## config.mk

```make
export PLATFORM = sky130hd
export DESIGN_NAME = config_pin_control
export DESIGN_NICKNAME = d
export VERILOG_FILES = /design/src/core/cfg_pkg.sv /design/src/core/cfg_fifo_if.sv /design/src/core/cfg_fifo.sv /design/src/core/config_pin_control.sv
export SDC_FILE = /design/constraint.sdc
export NUM_CORES = 1
export LEC_CHECK = 0
export ABC_AREA = 1
export CAP_MARGIN = 20
export CORE_ASPECT_RATIO = 0.75
export CORE_MARGIN = 1.5
export CORE_UTILIZATION = 45
export CTS_BUF_LIST = sky130_fd_sc_hd__clkbuf_4
export CTS_CLUSTER_DIAMETER = 50
export DETAILED_ROUTE_END_ITERATION = 6
export DONT_BUFFER_PORTS = 1
export GPL_TIMING_DRIVEN = 0
export HOLD_SLACK_MARGIN = 0.1
export PLACE_DENSITY = 0.64
export SLEW_MARGIN = 0
export SYNTH_ARGS = -nofsm -noshare
export SYNTH_HDL_FRONTEND = slang
export SYNTH_HIERARCHICAL = 1
export SYNTH_SLANG_ARGS = --single-unit
export TNS_END_PERCENT = 100
```

## constraint.sdc

```tcl
create_clock -name ref_clk -period 2.45 [get_ports ref_clk]
set_input_delay 0.49 -clock ref_clk [delete_from_list [all_inputs] [get_ports ref_clk]]
set_output_delay 0.49 -clock ref_clk [all_outputs]
set_load 0.1 [all_outputs]
```

## src/core/cfg_pkg.sv

```systemverilog
/*
 package for the configuration pin control block: mode codes, serial memory
 read command, word and fifo sizes, initialization timing.
 assumes a 250 MHz ref_clk and mode select pins held static by the board.
*/
package cfg_pkg;
   // mode select pin patterns
   localparam logic [1:0]  MODE_ACTIVE_SERIAL  = 2'h0;
   localparam logic [1:0]  MODE_PASSIVE_SERIAL = 2'h1;
   // read command and start address shifted to the serial memory
   localparam int          CMD_BITS  = 32;
   localparam logic [31:0] CMD_WORD  = 32'h0300_0000;
   localparam logic [5:0]  CMD_LAST  = 6'(CMD_BITS - 1);
   // stream word assembly
   localparam int          WORD_BITS = 8;
   localparam logic [2:0]  BIT_LAST  = 3'(WORD_BITS - 1);
   localparam int          FIFO_DEPTH = 4;
   localparam int          CFG_BYTES_DEFAULT = 16;
   // initialization delay when no user init clock is used
   localparam int          CLK_PERIOD_PS = 4000;
   localparam int          INIT_TIME_NS  = 40;
   localparam int          INIT_CYCLES   = (INIT_TIME_NS * 1000 + CLK_PERIOD_PS - 1) / CLK_PERIOD_PS;
   localparam logic [15:0] INIT_LAST     = 16'(INIT_CYCLES - 1);

   typedef enum logic [2:0] {
      ST_IDLE,
      ST_CMD,
      ST_READ,
      ST_DRAIN,
      ST_INIT,
      ST_USER
   } phase_t;

   function automatic logic is_active_serial(input logic [1:0] mode);
      is_active_serial = (mode == MODE_ACTIVE_SERIAL);
   endfunction : is_active_serial
endpackage : cfg_pkg

```

## src/core/cfg_fifo_if.sv

```systemverilog
/*
 interface carrying the configuration word stream into and out of the fifo.
 assumes the writer offers push data and the reader takes pop data on ref_clk.
*/
`timescale 1ns/1ps
`default_nettype none
interface cfg_fifo_if #(parameter int WIDTH = 8);
   logic             push_valid;
   logic             push_ready;
   logic [WIDTH-1:0] push_data;
   logic             pop_valid;
   logic             pop_ready;
   logic [WIDTH-1:0] pop_data;

   modport user (output push_valid, push_data, pop_ready,
                 input  push_ready, pop_valid, pop_data);
   modport store (input  push_valid, push_data, pop_ready,
                  output push_ready, pop_valid, pop_data);
endinterface : cfg_fifo_if
`default_nettype wire

```

## src/core/cfg_fifo.sv

```systemverilog
/*
 small synchronous fifo for configuration words.
 assumes one clock and a synchronous active low reset.
*/
`timescale 1ns/1ps
`default_nettype none
module cfg_fifo #(
   parameter int WIDTH = 8,
   parameter int DEPTH = 4
) (
   input wire logic   ref_clk,
   input wire logic   rst_n,
   cfg_fifo_if.store  f
);
   localparam int PW = (DEPTH > 1) ? $clog2(DEPTH) : 1;
   localparam int CW = $clog2(DEPTH + 1);

   typedef struct packed {
      logic [DEPTH-1:0][WIDTH-1:0] mem;
      logic [PW-1:0]               wr;
      logic [PW-1:0]               rd;
      logic [CW-1:0]               cnt;
   } fifo_t;

   fifo_t s;
   fifo_t next_s;
   logic  do_push;
   logic  do_pop;

   assign f.push_ready = (s.cnt != CW'(DEPTH));
   assign f.pop_valid  = (s.cnt != '0);
   assign f.pop_data   = s.mem[s.rd];

   always_comb begin
      next_s  = s;
      do_push = f.push_valid && f.push_ready;
      do_pop  = f.pop_valid && f.pop_ready;
      if (do_push) begin
         next_s.mem[s.wr] = f.push_data;
         next_s.wr = (s.wr == PW'(DEPTH - 1)) ? '0 : s.wr + PW'(1);
      end
      if (do_pop) begin
         next_s.rd = (s.rd == PW'(DEPTH - 1)) ? '0 : s.rd + PW'(1);
      end
      if (do_push && !do_pop) begin
         next_s.cnt = s.cnt + CW'(1);
      end else if (do_pop && !do_push) begin
         next_s.cnt = s.cnt - CW'(1);
      end
   end

   always_ff @(posedge ref_clk) begin
      if (!rst_n) begin
         s <= '0;
      end else begin
         s <= next_s;
      end
   end
endmodule : cfg_fifo
`default_nettype wire

```

## src/core/config_pin_control.sv

```systemverilog
/*
 configuration pin control: chain enable gating, active serial read of a
 serial configuration memory, passive serial intake, init done indication,
 user init clock, global clear and output enable overrides.
 assumes all inputs synchronous to ref_clk and mode select pins held static.
*/
// Notes on behaviour
// - chip enable input low enables configuration; high keeps the device idle.
// - chain enable output goes low once configuration completes, high before.
// - active serial mode shifts read command and address out on serial output.
// - active serial mode selects memory by driving select low, deselects high.
// - passive serial mode hands serial output and select pins to user logic.
// - enabled init done pin shows user mode; otherwise it is user I/O.
// - user init clock edge releases initialization; pin is user I/O afterwards.
// - configuration bits enter on the dedicated configuration data input.
// - mode select pins are fixed by board; device picks its mode from them.
// - clear override asserted clears user registers; deasserted, design behaves normally.
// - output enable override low tri-states all pins; high, pins behave normally.
`timescale 1ns/1ps
`default_nettype none
module config_pin_control
   import cfg_pkg::*;
#(
   parameter int CFG_BYTES = cfg_pkg::CFG_BYTES_DEFAULT
) (
   input  wire logic                        ref_clk,
   input  wire logic                        rst_n,
   input  wire logic                        chain_enable_in_n,
   input  wire logic [1:0]                  mode_sel,
   input  wire logic                        cfg_data_in,
   input  wire logic                        cfg_data_valid,
   output var  logic                        cfg_data_ready,
   input  wire logic                        init_clk_in,
   input  wire logic                        init_clk_use,
   input  wire logic                        init_done_enable,
   input  wire logic                        clear_override_n,
   input  wire logic                        output_enable_in,
   input  wire logic                        user_addr_pin_out,
   input  wire logic                        user_addr_pin_oe,
   input  wire logic                        user_sel_pin_out,
   input  wire logic                        user_sel_pin_oe,
   input  wire logic                        user_done_pin_out,
   input  wire logic                        user_done_pin_oe,
   input  wire logic                        cfg_word_ready,
   output var  logic [cfg_pkg::WORD_BITS-1:0] cfg_word,
   output var  logic                        cfg_word_valid,
   output var  logic                        chain_enable_out_n,
   output var  logic                        serial_cfg_addr_out,
   output var  logic                        serial_cfg_addr_oe,
   output var  logic                        cfg_memory_select_n,
   output var  logic                        cfg_memory_select_oe,
   output var  logic                        init_done_out,
   output var  logic                        init_done_oe,
   output var  logic                        user_clear_n,
   output var  logic                        user_io_enable
);
   import cfg_pkg::*;

   typedef struct packed {
      phase_t                phase;
      logic [1:0]            mode;
      logic [5:0]            bit_cnt;
      logic [CMD_BITS-1:0]   cmd;
      logic [WORD_BITS-1:0]  byte_sh;
      logic [2:0]            bitpos;
      logic                  byte_full;
      logic [15:0]           byte_cnt;
      logic [15:0]           init_cnt;
      logic                  init_prev;
      logic                  out_valid;
      logic [WORD_BITS-1:0]  out_word;
      logic                  in_ready;
      logic                  chain_out_n;
      logic                  addr_out;
      logic                  addr_oe;
      logic                  sel_n;
      logic                  sel_oe;
      logic                  done_out;
      logic                  done_oe;
      logic                  clr_n;
      logic                  io_en;
   } ctl_t;

   localparam ctl_t RESET_STATE = '{phase: ST_IDLE, mode: MODE_PASSIVE_SERIAL,
                                    cmd: CMD_WORD, chain_out_n: 1'b1, sel_n: 1'b1,
                                    clr_n: 1'b1, io_en: 1'b1, default: '0};
   localparam logic [15:0] BYTE_LAST = 16'(CFG_BYTES - 1);

   ctl_t s;
   ctl_t next_s;
   logic take_bit;
   logic as_mode;
   logic init_edge;
   logic word_pop;

   cfg_fifo_if #(.WIDTH(WORD_BITS)) fq ();

   cfg_fifo #(
      .WIDTH (WORD_BITS),
      .DEPTH (FIFO_DEPTH)
   ) u_fifo (
      .ref_clk (ref_clk),
      .rst_n   (rst_n),
      .f       (fq)
   );

   assign fq.push_valid = s.byte_full;
   assign fq.push_data  = s.byte_sh;
   assign fq.pop_ready  = !s.out_valid || cfg_word_ready;

   always_comb begin
      next_s    = s;
      as_mode   = is_active_serial(s.mode);
      init_edge = !s.init_prev && init_clk_in;
      word_pop  = fq.pop_valid && fq.pop_ready;
      take_bit  = (s.phase == ST_READ) && (as_mode ? (!s.byte_full || fq.push_ready)
                                                   : (cfg_data_valid && s.in_ready));
      next_s.init_prev = init_clk_in;
      if (s.byte_full && fq.push_ready) begin
         next_s.byte_full = 1'b0;
      end
      // output stage drains the fifo
      if (word_pop) begin
         next_s.out_valid = 1'b1;
         next_s.out_word  = fq.pop_data;
      end else if (cfg_word_ready) begin
         next_s.out_valid = 1'b0;
      end
      case (s.phase)
         ST_IDLE: begin
            if (!chain_enable_in_n) begin
               next_s.mode     = mode_sel;
               next_s.cmd      = CMD_WORD;
               next_s.bit_cnt  = '0;
               next_s.bitpos   = '0;
               next_s.byte_cnt = '0;
               next_s.phase    = is_active_serial(mode_sel) ? ST_CMD : ST_READ;
            end
         end
         ST_CMD: begin
            next_s.cmd     = {s.cmd[CMD_BITS-2:0], 1'b0};
            next_s.bit_cnt = s.bit_cnt + 6'(1);
            if (s.bit_cnt == CMD_LAST) begin
               next_s.phase = ST_READ;
            end
         end
         ST_READ: begin
            if (take_bit) begin
               next_s.byte_sh = {s.byte_sh[WORD_BITS-2:0], cfg_data_in};
               next_s.bitpos  = s.bitpos + 3'(1);
               if (s.bitpos == BIT_LAST) begin
                  next_s.byte_full = 1'b1;
                  next_s.byte_cnt  = s.byte_cnt + 16'(1);
                  if (s.byte_cnt == BYTE_LAST) begin
                     next_s.phase = ST_DRAIN;
                  end
               end
            end
         end
         ST_DRAIN: begin
            if (!s.byte_full && !fq.pop_valid && !s.out_valid) begin
               next_s.phase    = ST_INIT;
               next_s.init_cnt = '0;
            end
         end
         ST_INIT: begin
            next_s.init_cnt = s.init_cnt + 16'(1);
            if (init_clk_use ? init_edge : (s.init_cnt == INIT_LAST)) begin
               next_s.phase = ST_USER;
            end
         end
         ST_USER: begin
            next_s.phase = ST_USER;
         end
         default: begin
            next_s.phase = ST_IDLE;
         end
      endcase
      // disabled chip enable abandons an unfinished load
      if (chain_enable_in_n && (s.phase inside {ST_CMD, ST_READ})) begin
         next_s.phase     = ST_IDLE;
         next_s.byte_full = 1'b0;
      end
      next_s.chain_out_n = !(next_s.phase inside {ST_INIT, ST_USER});
      next_s.in_ready    = (next_s.phase == ST_READ) && !is_active_serial(next_s.mode)
                           && !next_s.byte_full;
      // dual purpose pins
      if (is_active_serial(next_s.mode) && next_s.phase != ST_USER) begin
         next_s.addr_out = (next_s.phase == ST_CMD) && next_s.cmd[CMD_BITS-1];
         next_s.addr_oe  = 1'b1;
         next_s.sel_n    = !(next_s.phase inside {ST_CMD, ST_READ});
         next_s.sel_oe   = 1'b1;
      end else if (next_s.phase == ST_USER || !is_active_serial(next_s.mode)) begin
         next_s.addr_out = user_addr_pin_out;
         next_s.addr_oe  = user_addr_pin_oe;
         next_s.sel_n    = user_sel_pin_out;
         next_s.sel_oe   = user_sel_pin_oe;
      end
      if (init_done_enable) begin
         next_s.done_out = (next_s.phase == ST_USER);
         next_s.done_oe  = 1'b1;
      end else begin
         next_s.done_out = (next_s.phase == ST_USER) && user_done_pin_out;
         next_s.done_oe  = (next_s.phase == ST_USER) && user_done_pin_oe;
      end
      next_s.clr_n = clear_override_n;
      next_s.io_en = output_enable_in;
      if (!output_enable_in) begin
         next_s.addr_oe = 1'b0;
         next_s.sel_oe  = 1'b0;
         next_s.done_oe = 1'b0;
      end
   end

   always_ff @(posedge ref_clk) begin
      if (!rst_n) begin
         s <= RESET_STATE;
      end else begin
         s <= next_s;
      end
   end

   assign cfg_data_ready       = s.in_ready;
   assign cfg_word             = s.out_word;
   assign cfg_word_valid       = s.out_valid;
   assign chain_enable_out_n   = s.chain_out_n;
   assign serial_cfg_addr_out  = s.addr_out;
   assign serial_cfg_addr_oe   = s.addr_oe;
   assign cfg_memory_select_n  = s.sel_n;
   assign cfg_memory_select_oe = s.sel_oe;
   assign init_done_out        = s.done_out;
   assign init_done_oe         = s.done_oe;
   assign user_clear_n         = s.clr_n;
   assign user_io_enable       = s.io_en;

   property p_idle_hold;
      @(posedge ref_clk) disable iff (!rst_n)
      (s.phase == ST_IDLE && chain_enable_in_n) |=> (s.phase == ST_IDLE);
   endproperty
   a_idle_hold: assert property (p_idle_hold) else $error("left idle while disabled");

   property p_chain_high;
      @(posedge ref_clk) disable iff (!rst_n)
      (s.phase inside {ST_IDLE, ST_CMD, ST_READ, ST_DRAIN}) |-> chain_enable_out_n;
   endproperty
   a_chain_high: assert property (p_chain_high) else $error("chain enable low early");

   property p_cmd_len;
      @(posedge ref_clk) disable iff (!rst_n)
      $rose(s.phase == ST_CMD) ##1 (s.phase == ST_CMD)[*8] ##1 (s.phase == ST_CMD)[*8]
         ##1 (s.phase == ST_CMD)[*8] ##1 (s.phase == ST_CMD)[*7] |=> (s.phase != ST_CMD);
   endproperty
   a_cmd_len: assert property (p_cmd_len) else $error("command length wrong");

   property p_cmd_first_bit;
      @(posedge ref_clk) disable iff (!rst_n)
      $rose(s.phase == ST_CMD) |-> (serial_cfg_addr_out == CMD_WORD[CMD_BITS-1]);
   endproperty
   a_cmd_first_bit: assert property (p_cmd_first_bit) else $error("bad first cmd bit");

   property p_select_low;
      @(posedge ref_clk) disable iff (!rst_n)
      (is_active_serial(s.mode) && (s.phase inside {ST_CMD, ST_READ})) |-> !cfg_memory_select_n;
   endproperty
   a_select_low: assert property (p_select_low) else $error("memory not selected");

   property p_passive_pins;
      @(posedge ref_clk) disable iff (!rst_n)
      (s.phase != ST_IDLE && !is_active_serial(s.mode) && output_enable_in)
         |=> (cfg_memory_select_n == $past(user_sel_pin_out))
             && (serial_cfg_addr_oe == $past(user_addr_pin_oe));
   endproperty
   a_passive_pins: assert property (p_passive_pins) else $error("pins not released");

   property p_done_shows_user;
      @(posedge ref_clk) disable iff (!rst_n)
      (s.phase == ST_USER && init_done_enable) |=> init_done_out;
   endproperty
   a_done_shows_user: assert property (p_done_shows_user) else $error("init done low");

   property p_init_wait;
      @(posedge ref_clk) disable iff (!rst_n)
      (s.phase == ST_INIT && init_clk_use && !(!s.init_prev && init_clk_in))
         |=> (s.phase == ST_INIT);
   endproperty
   a_init_wait: assert property (p_init_wait) else $error("init left without edge");

   property p_mode_capture;
      @(posedge ref_clk) disable iff (!rst_n)
      (s.phase == ST_IDLE && !chain_enable_in_n) |=> (s.mode == $past(mode_sel));
   endproperty
   a_mode_capture: assert property (p_mode_capture) else $error("mode not taken");

   property p_clear;
      @(posedge ref_clk) disable iff (!rst_n)
      !clear_override_n ##1 !clear_override_n |-> !user_clear_n;
   endproperty
   a_clear: assert property (p_clear) else $error("clear not applied");

   property p_tristate;
      @(posedge ref_clk) disable iff (!rst_n)
      !output_enable_in |=> !serial_cfg_addr_oe && !cfg_memory_select_oe && !init_done_oe;
   endproperty
   a_tristate: assert property (p_tristate) else $error("pin driven under override");

   c_active_done: cover property (@(posedge ref_clk) disable iff (!rst_n)
      is_active_serial(s.mode) && $rose(s.phase == ST_USER));
   c_passive_done: cover property (@(posedge ref_clk) disable iff (!rst_n)
      !is_active_serial(s.mode) && $rose(s.phase == ST_USER));
   c_fifo_full: cover property (@(posedge ref_clk) disable iff (!rst_n)
      s.byte_full && !fq.push_ready);
endmodule : config_pin_control
`default_nettype wire

```

==> results of run 1 <==
## routing by layer
layer | wire length [um] | global-route usage | up-vias
met5 | 0 | 0 | -
met4 | 233 | 0.0805 | 0
met3 | 911 | 0.0527 | 20
met2 | 6090 | 0.306 | 138
met1 | 7890 | 0.316 | 2509
li1 | - | - | 3005
## repair_timing
| item | in CTS | in global routing |
|---|---|---|
| hold buffers | 14 | 0 |
| setup buffers | 0 | 0 |
| hold endpoints to repair | 10 | 0 |
| setup endpoints to repair | 3 | 3 |
| pin swaps | 0 | 0 |
| gates resized for setup | 2 | 3 |
## metrics by stage
step	utilization	hold slack, ns	area (um2)	TNS, ns
global placement	0.476	0.452	6500	-0.455
floorplan	-	0.429	6280	0
global route	0.512	0.163	7000	0
detailed placement	0.476	0.454	6500	-0.473
finish	0.512	0.205	7000	0
CTS	0.511	0.120	6980	0
## area by class of cell
cell class                 count  area [um2]  area share
sequential                   122        2450       0.350
multi-input combinational    611        3030       0.434
clock inverter                13         200      0.0286
tap                          175         219      0.0313
inverter                     149         559      0.0799
clock buffer                  19         143      0.0204
buffer                        42         254      0.0363
timing repair buffer          14         140      0.0200
## report_power, final
group	switching [uW]	leakage, uW	internal (uW)
Clock	780	0.000178	926
Sequential	204	0.000990	2100
Combinational	1050	0.00172	408
Total	2030	0.00289	3430
## worst paths after layout
kind	slack [ns]	from	endpoint
setup / recovery	0.18	s[105]	init_done_oe
hold / removal	0.20	user_addr_pin_out	serial_cfg_addr_out
setup reg to reg	0.18	s[105]	init_done_oe
hold reg to reg	0.46	s[90]	s[91]
## sequential cells by signal (all words and copies together) (netlist names)
register,flops
s,55
u_fifo/s,39
cfg_word,8
fq.push_data,8
cfg_data_ready,1
cfg_memory_select_n,1
cfg_memory_select_oe,1
cfg_word_valid,1
chain_enable_out_n,1
fq.push_valid,1
init_done_oe,1
init_done_out,1
serial_cfg_addr_oe,1
serial_cfg_addr_out,1
user_clear_n,1
user_io_enable,1
## worst reg2reg max path, stage by stage, from the launching register on
cell and delay [ns]:
dfxtp_1 0.46, nor2_2 0.10, nand2_2 0.18, inv_1 0.15
nand2_1 0.22, nand2_1 0.10, a21oi_1 0.32, nor2_1 0.07
dlygate4sd3_1 0.56
## kinds of logic (layout without fill, tap and decap cells)
logic type / Yosys count / count (layout) / synth area share
AO/OA/AOI/OAI: 128 / 128 / 0.111
AND/OR/NAND/NOR: 468 / 468 / 0.341
XOR/XNOR: 2 / 2 / 0.00279
buffers and inverters: 191 / 237 / 0.130
adder cells (fa/ha/maj): 13 / 13 / 0.0271
flip-flops: 122 / 122 / 0.389
## cell usage in the layout (no fill, tap or decap), types with 12 or more instances in the layout
master	synthesis	routed
nand4_1	43	43
dfxtp_1	122	120
nor2_2	34	34
ha_1	12	12
o21ai_0	50	50
dlygate4sd3_1	0	14
buf_4	13	13
nor3_1	15	15
inv_1	145	145
nand2_1	208	208
nand3_1	32	31
buf_2	13	13
clkbuf_4	0	19
nor2_1	112	112
a21oi_1	52	52
==> impl_metrics.csv, run 1 <==
group,metric,value,unit
global_routing,grt_usage,0.217,
cts,clk-insertion-delay-late,0.55,ns
routing,remaining_drc_errors,6,
floorplanning,core_area,13700,um2
cts,cts_htree_levels,4,
synthesis,synth_most_common_cell,"nand2_1",
timing,fin_ws,0.178,ns
critical_path,cp_common_cell,"nand2_1",
timing,setup_viol,0,
synthesis,yosys-top-cells-count,"208 x nand2_1, 145 x inv_1, 122 x dfxtp_1, 112 x nor2_1, 52 x a21oi_1",
place,io_buffers,0,
finish,syn_to_final_growth,11.4,%
routing,drt-total-wl,15100,um
synthesis,synth_top_area_cell,"dfxtp_1",
synthesis,yosysTopAreaCellShare,0.389,
status,violations,"design-rule violations",
synthesis,synthFlopType,"dfxtp_1",
critical_path,cpPeakStageDelay,0.56,ns
critical_path,cp.depth,8,
floorplanning,dieHeight,105,um
place,placed_cells_incl_taps,1099,
finish,nets,989,
timing,hold_viol,0,
critical_path,arrival,2.72,ns
pwr,power,5470,uW
critical_path,worst-path-max-fanout,9,
floorplanning,die_area,14700,um2
synthesis,syn_area_per_cell,6.79,um2
timing,worst_pin_slew,0.937,ns
finish,drive_above_1_share,0.126,
synthesis,synth_edf_count,0,
timing,finalCritPeriodShare,0.927,
timing,rsz0062_at_grt,"no",
status,outcome,"complete, but fails checks",
critical_path,crit_family,"buffers and inverters",
critical_path,cp_slowest_cell,"dlygate4sd3_1",
timing,slew_headroom,0.374,
routing,drtAntennaViolNets,0,
finish,num-fill-cells,1383,
synthesis,yosys-top-cells-area,"dfxtp_1 39%, nand2_1 12%, inv_1 8.7%, nor2_1 6.7%, nand4_1 4.3%",
global_routing,grt_pass1_vias,5031,
hold_path,hold-path-cell-count,2,
critical_path,crit_buf_inv,2,
critical_path,worstRegToRegCells,8,
global_routing,antenna_found_initial,0,
global_routing,grt_max_degree,17,
routing,via_per_inst,4.95,
cts,cts_inserted_buffers,17,
synthesis,ys_ff_latch,122,
global_routing,grt_pass1_wl,24900,um
cts,clockBufferDepth,2,
cts,cts_root_buffer,"clkbuf_4",
floorplanning,rows,37,
routing,num_vias,5672,
floorplanning,ios,38,
timing,drv_slew,0,
critical_path,crit_type,"reg -> reg",
synthesis,synthCells,924,
cts,clock-sinks,122,
pwr,pwr_density_cell,782,nW/um2
global_routing,grt-ovfl-total,0,
timing,max_freq,440,MHz
timing,clock-skew-final,0.0163,ns
floorplanning,chipWidth,139,um
synthesis,synth.distinct_cells,41,
timing,fin_crit,2.27,ns
cts,clkTransAtPathRegs,0.12,ns
synthesis,syn_nets,956,
place,gp_congestion,0.887,
critical_path,crit_chain,"nor2_2 > nand2_2 > inv_1 > nand2_1 > nand2_1 > a21oi_1 > nor2_1 > dlygate4sd3_1",
routing,drt_iter0_drc,388,
critical_path,cp-end-kind,"flop",
pwr,peakVddDrop,0.346,mV
critical_path,cp.required,2.90,ns
synthesis,netlist_area,6280,um2
hold_path,hp-class,"in -> reg",
synthesis,synthArstFlopShare,0,
synthesis,synth_warnings,6,
floorplanning,initial_core_util,0.460,
finish,antenna_cells,0,
place,place_ws,-0.296,ns
finish,final_cell_count_no_fill,1145,
synthesis,ys_seq_area_frac,0.389,
routing,wire_per_inst,13.2,um
critical_path,setup.worst_path.start_class,"flop",
routing,drt_pass1_iterations,7,
pwr,leakage,0.00289,uW
flow_run,drv_cap,0,
place,dpl.hpwl,11100,um
cts,cts_tree,"done",
No activity file was read; power rests on OpenSTA's default activity.
==> inputs of run 2 (changes only) <==
--- a/config.mk
+++ b/config.mk
@@ -16,7 +16,6 @@
 export DONT_BUFFER_PORTS = 1
 export GPL_TIMING_DRIVEN = 0
 export HOLD_SLACK_MARGIN = 0.1
-export PLACE_DENSITY = 0.64
 export SLEW_MARGIN = 0
 export SYNTH_ARGS = -nofsm -noshare
 export SYNTH_HDL_FRONTEND = slang
==> run 2 against run 1 <==
The run still ends with design-rule violations left. Fmax is 2.6% higher. Critical path depth is 5 higher. Non-clock buffer count fell by 6. Largest cell class unchanged. Highest routed layer unchanged.
==> impl_metrics.csv, run 2 (synthesis gave the netlist of run 1 again) <==
group,metric,value,unit
place,gp_congestion,0.901,
routing,num_vias,5664,
routing,remaining_drc_errors,9,
critical_path,cp.required,2.90,ns
cts,cts_inserted_buffers,17,
cts,cts_setup_buffers,0,
cts,clkTransAtPathRegs,0.11,ns
place,dpl.hpwl,11400,um
floorplanning,die_area,14700,um2
cts,clk-insertion-delay-late,0.56,ns
finish,fin_util,0.505,
timing,setup_viol,0,
pwr,pwr_density_cell,774,nW/um2
global_routing,antenna_found_initial,1,
global_routing,grt_max_degree,17,
global_routing,grt-ovfl-total,0,
routing,drt-total-wl,15600,um
finish,largest_reg_flops,55,
critical_path,cp_slowest_cell,"dfxtp_1",
finish,top_regs,"s: 55 flops, u_fifo/s: 39 flops",
timing,clock-skew-final,0.0159,ns
finish,layout_common_cells,"208 x nand2_1, 145 x inv_1, 120 x dfxtp_1, 112 x nor2_1, 52 x a21oi_1",
critical_path,crit_type,"reg -> reg",
global_routing,grt_pass1_wl,25800,um
pwr,leakage,0.00284,uW
hold_path,hold-path-cell-count,2,
global_routing,grt_use_met3,0.0550,
finish,final_common_cell,"nand2_1",
critical_path,crit_buf_inv,3,
critical_path,arrival,2.67,ns
place,place_ws,-0.187,ns
cts,clock-sinks,122,
critical_path,cpPeakStageDelay,0.43,ns
cts,clockBufferDepth,2,
timing,worst_pin_slew,0.944,ns
finish,largest_register,"s",
status,violations,"design-rule violations",
hold_path,hp-start,"user_addr_pin_out",
critical_path,worst-path-max-fanout,10,
routing,via_per_inst,4.97,
critical_path,worstRegToRegCells,13,
hold_path,min_to,"serial_cfg_addr_out",
flow_run,drv_cap,0,
global_routing,grtUsageMet2,0.316,
critical_path,reg2reg_to,"serial_cfg_addr_out",
global_routing,grt_use_met1,0.336,
timing,fin_crit,2.21,ns
floorplanning,dieHeight,105,um
critical_path,cp-end-kind,"flop",
critical_path,regToRegStartpoint,"u_fifo/s[0]",
finish,drive_above_1_share,0.126,
timing,rsz0062_at_grt,"no",
critical_path,crit_chain,"nor2_2 > nand2_2 > buf_6 > buf_6 > nor2_1 > nand2_1 > nand3_2 > buf_4 > nor2_2 > nand2_1 > nand3_1 > nand3_1 > o21ai_1",
routing,drt_pass1_iterations,7,
global_routing,grt_pass1_vias,5079,
cts,cts_htree_levels,4,
routing,drt_iter0_drc,400,
global_routing,grt_usage,0.226,
hold_path,hp-class,"in -> reg",
critical_path,rrSetupSlack,0.24,ns
routing,wire_per_inst,13.7,um
pwr,peakVddDrop,0.411,mV
critical_path,setup.worst_path.start_class,"flop",
floorplanning,core_area,13700,um2
critical_path,crit_family,"simple AND/OR/NAND/NOR gates",
timing,drv_slew,0,
cts,cts_root_buffer,"clkbuf_4",
floorplanning,ios,38,
pwr,power,5340,uW
global_routing,grt-busiest-layer,"met1",
timing,max_freq,452,MHz
cts,cts_tree,"done",
timing,fin_ws,0.236,ns
finish,nets,983,
floorplanning,chipWidth,139,um
status,outcome,"complete, but fails checks",
timing,finalCritPeriodShare,0.904,
routing,drtAntennaViolNets,0,
timing,slew_headroom,0.370,
place,io_buffers,0,
floorplanning,initial_core_util,0.460,
finish,syn_to_final_growth,9.88,%
floorplanning,rows,37,
timing,hold_viol,0,
[run 2: worst register-to-register path, delay by kind of cell, from the launching register on]
kind / cells / cell delay (ns)
compound gates: 1 / 0.26
buf+inv: 3 / 0.52
flops: 1 / 0.43
simple gates: 9 / 0.91
[run 2: what timing repair did]
item | 4_1_cts | 5_1_grt
endpoints found under the hold margin | 8 | 0
gates resized for setup | 1 | 2
hold buffers | 8 | 0
endpoints found under the setup margin | 2 | 3
[run 2: how the worst max path moves through the flow]
| stage | end | start | depth (start not counted) | slack, ns |
|---|---|---|---|---|
| detailed placement | u_fifo/s[2] | cfg_word_valid | 11 | -0.19 |
| global placement | u_fifo/s[2] | cfg_word_valid | 11 | -0.18 |
| finish | serial_cfg_addr_out | u_fifo/s[0] | 13 | 0.24 |
| CTS | serial_cfg_addr_out | cfg_data_ready | 9 | 0.02 |
| floorplan | u_fifo/s[2] | cfg_word_valid | 11 | 0.1 |
| global route | serial_cfg_addr_out | u_fifo/s[0] | 13 | 0.05 |
[run 2: layout make-up]
type	instances	area, um2
Inverter	149	559
Buffer	42	254
Tap cell	175	219
Antenna cell	1	2.50
Timing Repair Buffer	8	80.1
Multi-Input combinational cell	611	3020
Fill cell	1420	6760
Clock buffer	18	135
Sequential cell	122	2450
Clock inverter	14	179
[run 2: layer usage]
layer  part of all wire  wire length (um)  vias up
li1                   -                 -     2984
met1               0.53              8250     2501
met2               0.40              6220      159
met3              0.059               922       20
met4              0.017               259        0
met5                  0                 0        -
[run 2: through the flow]
step / hold WS (ns) / TNS, ns / std cells / area [um2]
after detailed placement: 0.455 / -0.310 / 1099 / 6500
final: 0.171 / 0 / 1140 / 6900
after floorplan: 0.429 / 0 / 924 / 6280
after CTS: 0.135 / 0 / 1139 / 6890
after global routing: 0.122 / 0 / 1140 / 6900
after global placement: 0.450 / -0.303 / 1099 / 6500
[run 2: power by group]
group | internal (uW) | switching [uW] | total (uW)
clock network | 806 | 774 | 1580
registers | 2100 | 208 | 2310
logic | 400 | 1050 | 1450
total | 3310 | 2030 | 5340
==> inputs of run 3 (changes only) <==
--- a/config.mk
+++ b/config.mk
@@ -5,7 +5,7 @@
 export SDC_FILE = /design/constraint.sdc
 export NUM_CORES = 1
 export LEC_CHECK = 0
-export ABC_AREA = 1
+export ABC_AREA = 0
 export CAP_MARGIN = 20
 export CORE_ASPECT_RATIO = 0.75
 export CORE_MARGIN = 1.5
==> run 3 against run 2 <==
The flow now finishes without violations. Hold slack worse by 0.035 ns. Sequential power is 3% lower. Routed wire length down 18%.
==> impl_metrics.csv, run 3 <==
group,metric,value,unit
synthesis,yosys.area_share.simple,0.255,
synthesis,synthArstFlopShare,0,
synthesis,synth.area.mux_share,0.100,
pwr,clockPowerShare,0.304,
critical_path,worst-path-max-fanout,5,
pwr,p_int,2890,uW
timing,hold-worst-slack,0.136,ns
finish,fin_util,0.534,
synthesis,synth_warnings,6,
synthesis,syn_nets,655,
routing,drt-total-wl,12900,um
finish,layout_common_cells,"116 x dfxtp_1, 104 x nand2_1, 53 x nor2_1, 44 x a21oi_1, 34 x mux2i_1",
timing,fin_ws,0.0811,ns
critical_path,cpPeakStageDelay,0.60,ns
timing,fin_crit,2.37,ns
synthesis,ys_seq_area_frac,0.442,
routing,drt_iter0_drc,227,
synthesis,synth_fa_ha_area_frac,0.0308,
synthesis,ys_ff_latch,122,
cts,cts_tree,"done",
hold_path,hp-class,"in -> reg",
timing,worst_pin_slew,0.948,ns
pwr,combPwrFrac,0.175,
finish,largest_register,"s",
pwr,power.switching,1420,uW
floorplanning,chipWidth,131,um
synthesis,yosys-top-cells-count,"122 x dfxtp_1, 104 x nand2_1, 54 x nor2_1, 47 x a21oi_1, 34 x mux2i_1",
timing,slew_headroom,0.367,
synthesis,synth_top_area_cell,"dfxtp_1",
place,placed_area,5730,um2
flow_run,drv_cap,0,
routing,wire_per_inst,15.4,um
finish,nets,694,
synthesis,synth_most_common_cell,"dfxtp_1",
routing,remaining_drc_errors,0,
critical_path,cp_slowest_cell,"or4b_4",
routing,num_vias,4589,
synthesis,synth_edf_count,0,
floorplanning,dieHeight,98.9,um
critical_path,setup.worst_path.start_class,"flop",
finish,top_regs,"s: 55 flops, u_fifo/s: 39 flops",
pwr,peakVddDrop,0.415,mV
cts,cts_inserted_buffers,17,
timing,clock-skew-final,0.0226,ns
finish,largest_reg_flops,55,
routing,via_per_inst,5.48,
finish,drive_above_1_share,0.148,
critical_path,crit_buf_inv,1,
synthesis,synth.distinct_cells,57,
pwr,pwr_density_cell,686,nW/um2
finish,final_cell_count_no_fill,837,
floorplanning,ios,38,
floorplanning,initial_core_util,0.468,
finish,syn_to_final_growth,13.9,%
global_routing,grt_usage,0.212,
synthesis,yosysTopAreaCellShare,0.442,
synthesis,netlist_area,5520,um2
place,place_ws,-0.272,ns
floorplanning,rows,34,
cts,clockBufferDepth,2,
timing,setup_viol,0,
floorplanning,core_area,11800,um2
pwr,p_sw_frac,0.330,
critical_path,crit_family,"simple AND/OR/NAND/NOR gates",
critical_path,cp-end-kind,"flop",
global_routing,grt_pass1_vias,4294,
synthesis,synthFlopType,"dfxtp_1",
timing,finalCritPeriodShare,0.967,
finish,final_area,6290,um2
timing,hold_viol,0,
synthesis,yosys-top-cells-area,"dfxtp_1 44%, nand2_1 7.1%, mux2i_1 6.2%, a21oi_1 4.3%, nor2_1 3.7%",
global_routing,grt_max_degree,17,
critical_path,arrival,2.81,ns
routing,drt_pass1_iterations,5,
critical_path,cp.required,2.89,ns
synthesis,synthCells,623,
cts,clock-sinks,122,
place,gp_congestion,0.809,
timing,drv_slew,0,
place,io_buffers,0,
finish,antenna_cells,0,
global_routing,antenna_found_initial,0,
cts,clk-insertion-delay-late,0.52,ns
status,outcome,"completed",
synthesis,synth-compound-area-share,0.0993,
place,dpl.hpwl,8870,um
timing,max_freq,422,MHz
cts,cts_root_buffer,"clkbuf_4",
floorplanning,die_area,12900,um2
synthesis,synth_top_family_by_area,"simple AND/OR/NAND/NOR gates",
cts,clkTransAtPathRegs,0.12,ns
finish,final_common_cell,"dfxtp_1",
synthesis,syn_area_per_cell,8.86,um2
pwr,p_seq_frac,0.521,
routing,drtAntennaViolNets,0,
global_routing,grt_pass1_wl,21300,um
global_routing,grt-ovfl-total,0,
critical_path,crit_type,"reg -> reg",
place,placed_cells_incl_taps,785,
cts,cts_htree_levels,4,
synthesis,synth_xor_area_frac,0.0206,
pwr,leakage,0.00214,uW
critical_path,crit_chain,"or3b_1 > buf_6 > nand2b_4 > mux2_4 > a31oi_4 > or4b_4 > or4_1 > a21oi_1",
-- run 3: changes by cell type after synthesis, sizes merged, moves of 32 or more --
cell,change
nand2,-109
nand4,-32
o21ai,-39
nor2,-93
mux2i,+34
inv,-137
-- run 3: layout make-up --
type | count | area [um2]
repair buffers | 20 | 188
flip-flops and latches | 122 | 2460
multi-input cells | 447 | 2890
clock inverters | 14 | 126
well taps | 162 | 203
fillers | 1109 | 5500
clock buffers | 18 | 135
inverters | 12 | 45.0
plain buffers | 42 | 244
-- run 3: repair_timing --
item | CTS | global route
cloned | 0 | 0
pin swaps | 2 | 4
endpoints found under the hold margin | 10 | 0
setup buffers | 1 | 4
hold buffers | 15 | 0
endpoints found under the setup margin | 15 | 19
resized for setup | 13 | 18
-- run 3: worst register-to-register path, delay by kind of cell (launching register included) --
kind	cells	cell delay [ns]
compound gates	2	0.27
flops	1	0.39
buf+inv	1	0.10
mux	1	0.18
simple gates	4	1.37
-- run 3: metrics by stage --
step	total power, uW	setup TNS [ns]
finish	4310	0
global route	4540	-0.0398
CTS	4270	0
detailed placement	2910	-2.08
global placement	2890	-1.86
floorplan	2760	-0.0238
-- run 3: worst paths after layout --
kind                     startpoint            end  slack [ns]  depth (start not counted)
hold / removal    user_done_pin_out  init_done_out        0.14                          2
setup / recovery        u_fifo/s[1]          s[50]        0.08                          8
hold reg to reg         cfg_word[2]    cfg_word[2]        0.46                          2
setup reg to reg        u_fifo/s[1]          s[50]        0.08                          8
-- run 3: metal layers --
layer | global-route usage | vias up | wire length (um)
met4 | 0.0778 | 0 | 162
met2 | 0.318 | 116 | 5750
met5 | 0 | - | 0
met3 | 0.0499 | 16 | 630
met1 | 0.297 | 2190 | 6340
li1 | - | 2267 | -
-- run 3: logic make-up (layout without fill, tap and decap cells) --
kind of cell,Yosys count,count (layout)
simple gates,282,282
buf+inv,54,106
mux,45,45
flops,122,122
fa+ha+maj,13,13
compound gates,94,94
xor+xnor,13,13
-- run 3: power by group through the flow --
stage | Sequential (uW) | Clock (uW) | Combinational, uW
after floorplan | 2260 | 0 | 493
after global routing | 2250 | 1440 | 843
after global placement | 2280 | 0 | 615
after detailed placement | 2280 | 0 | 628
final | 2250 | 1310 | 755
after CTS | 2250 | 1350 | 673
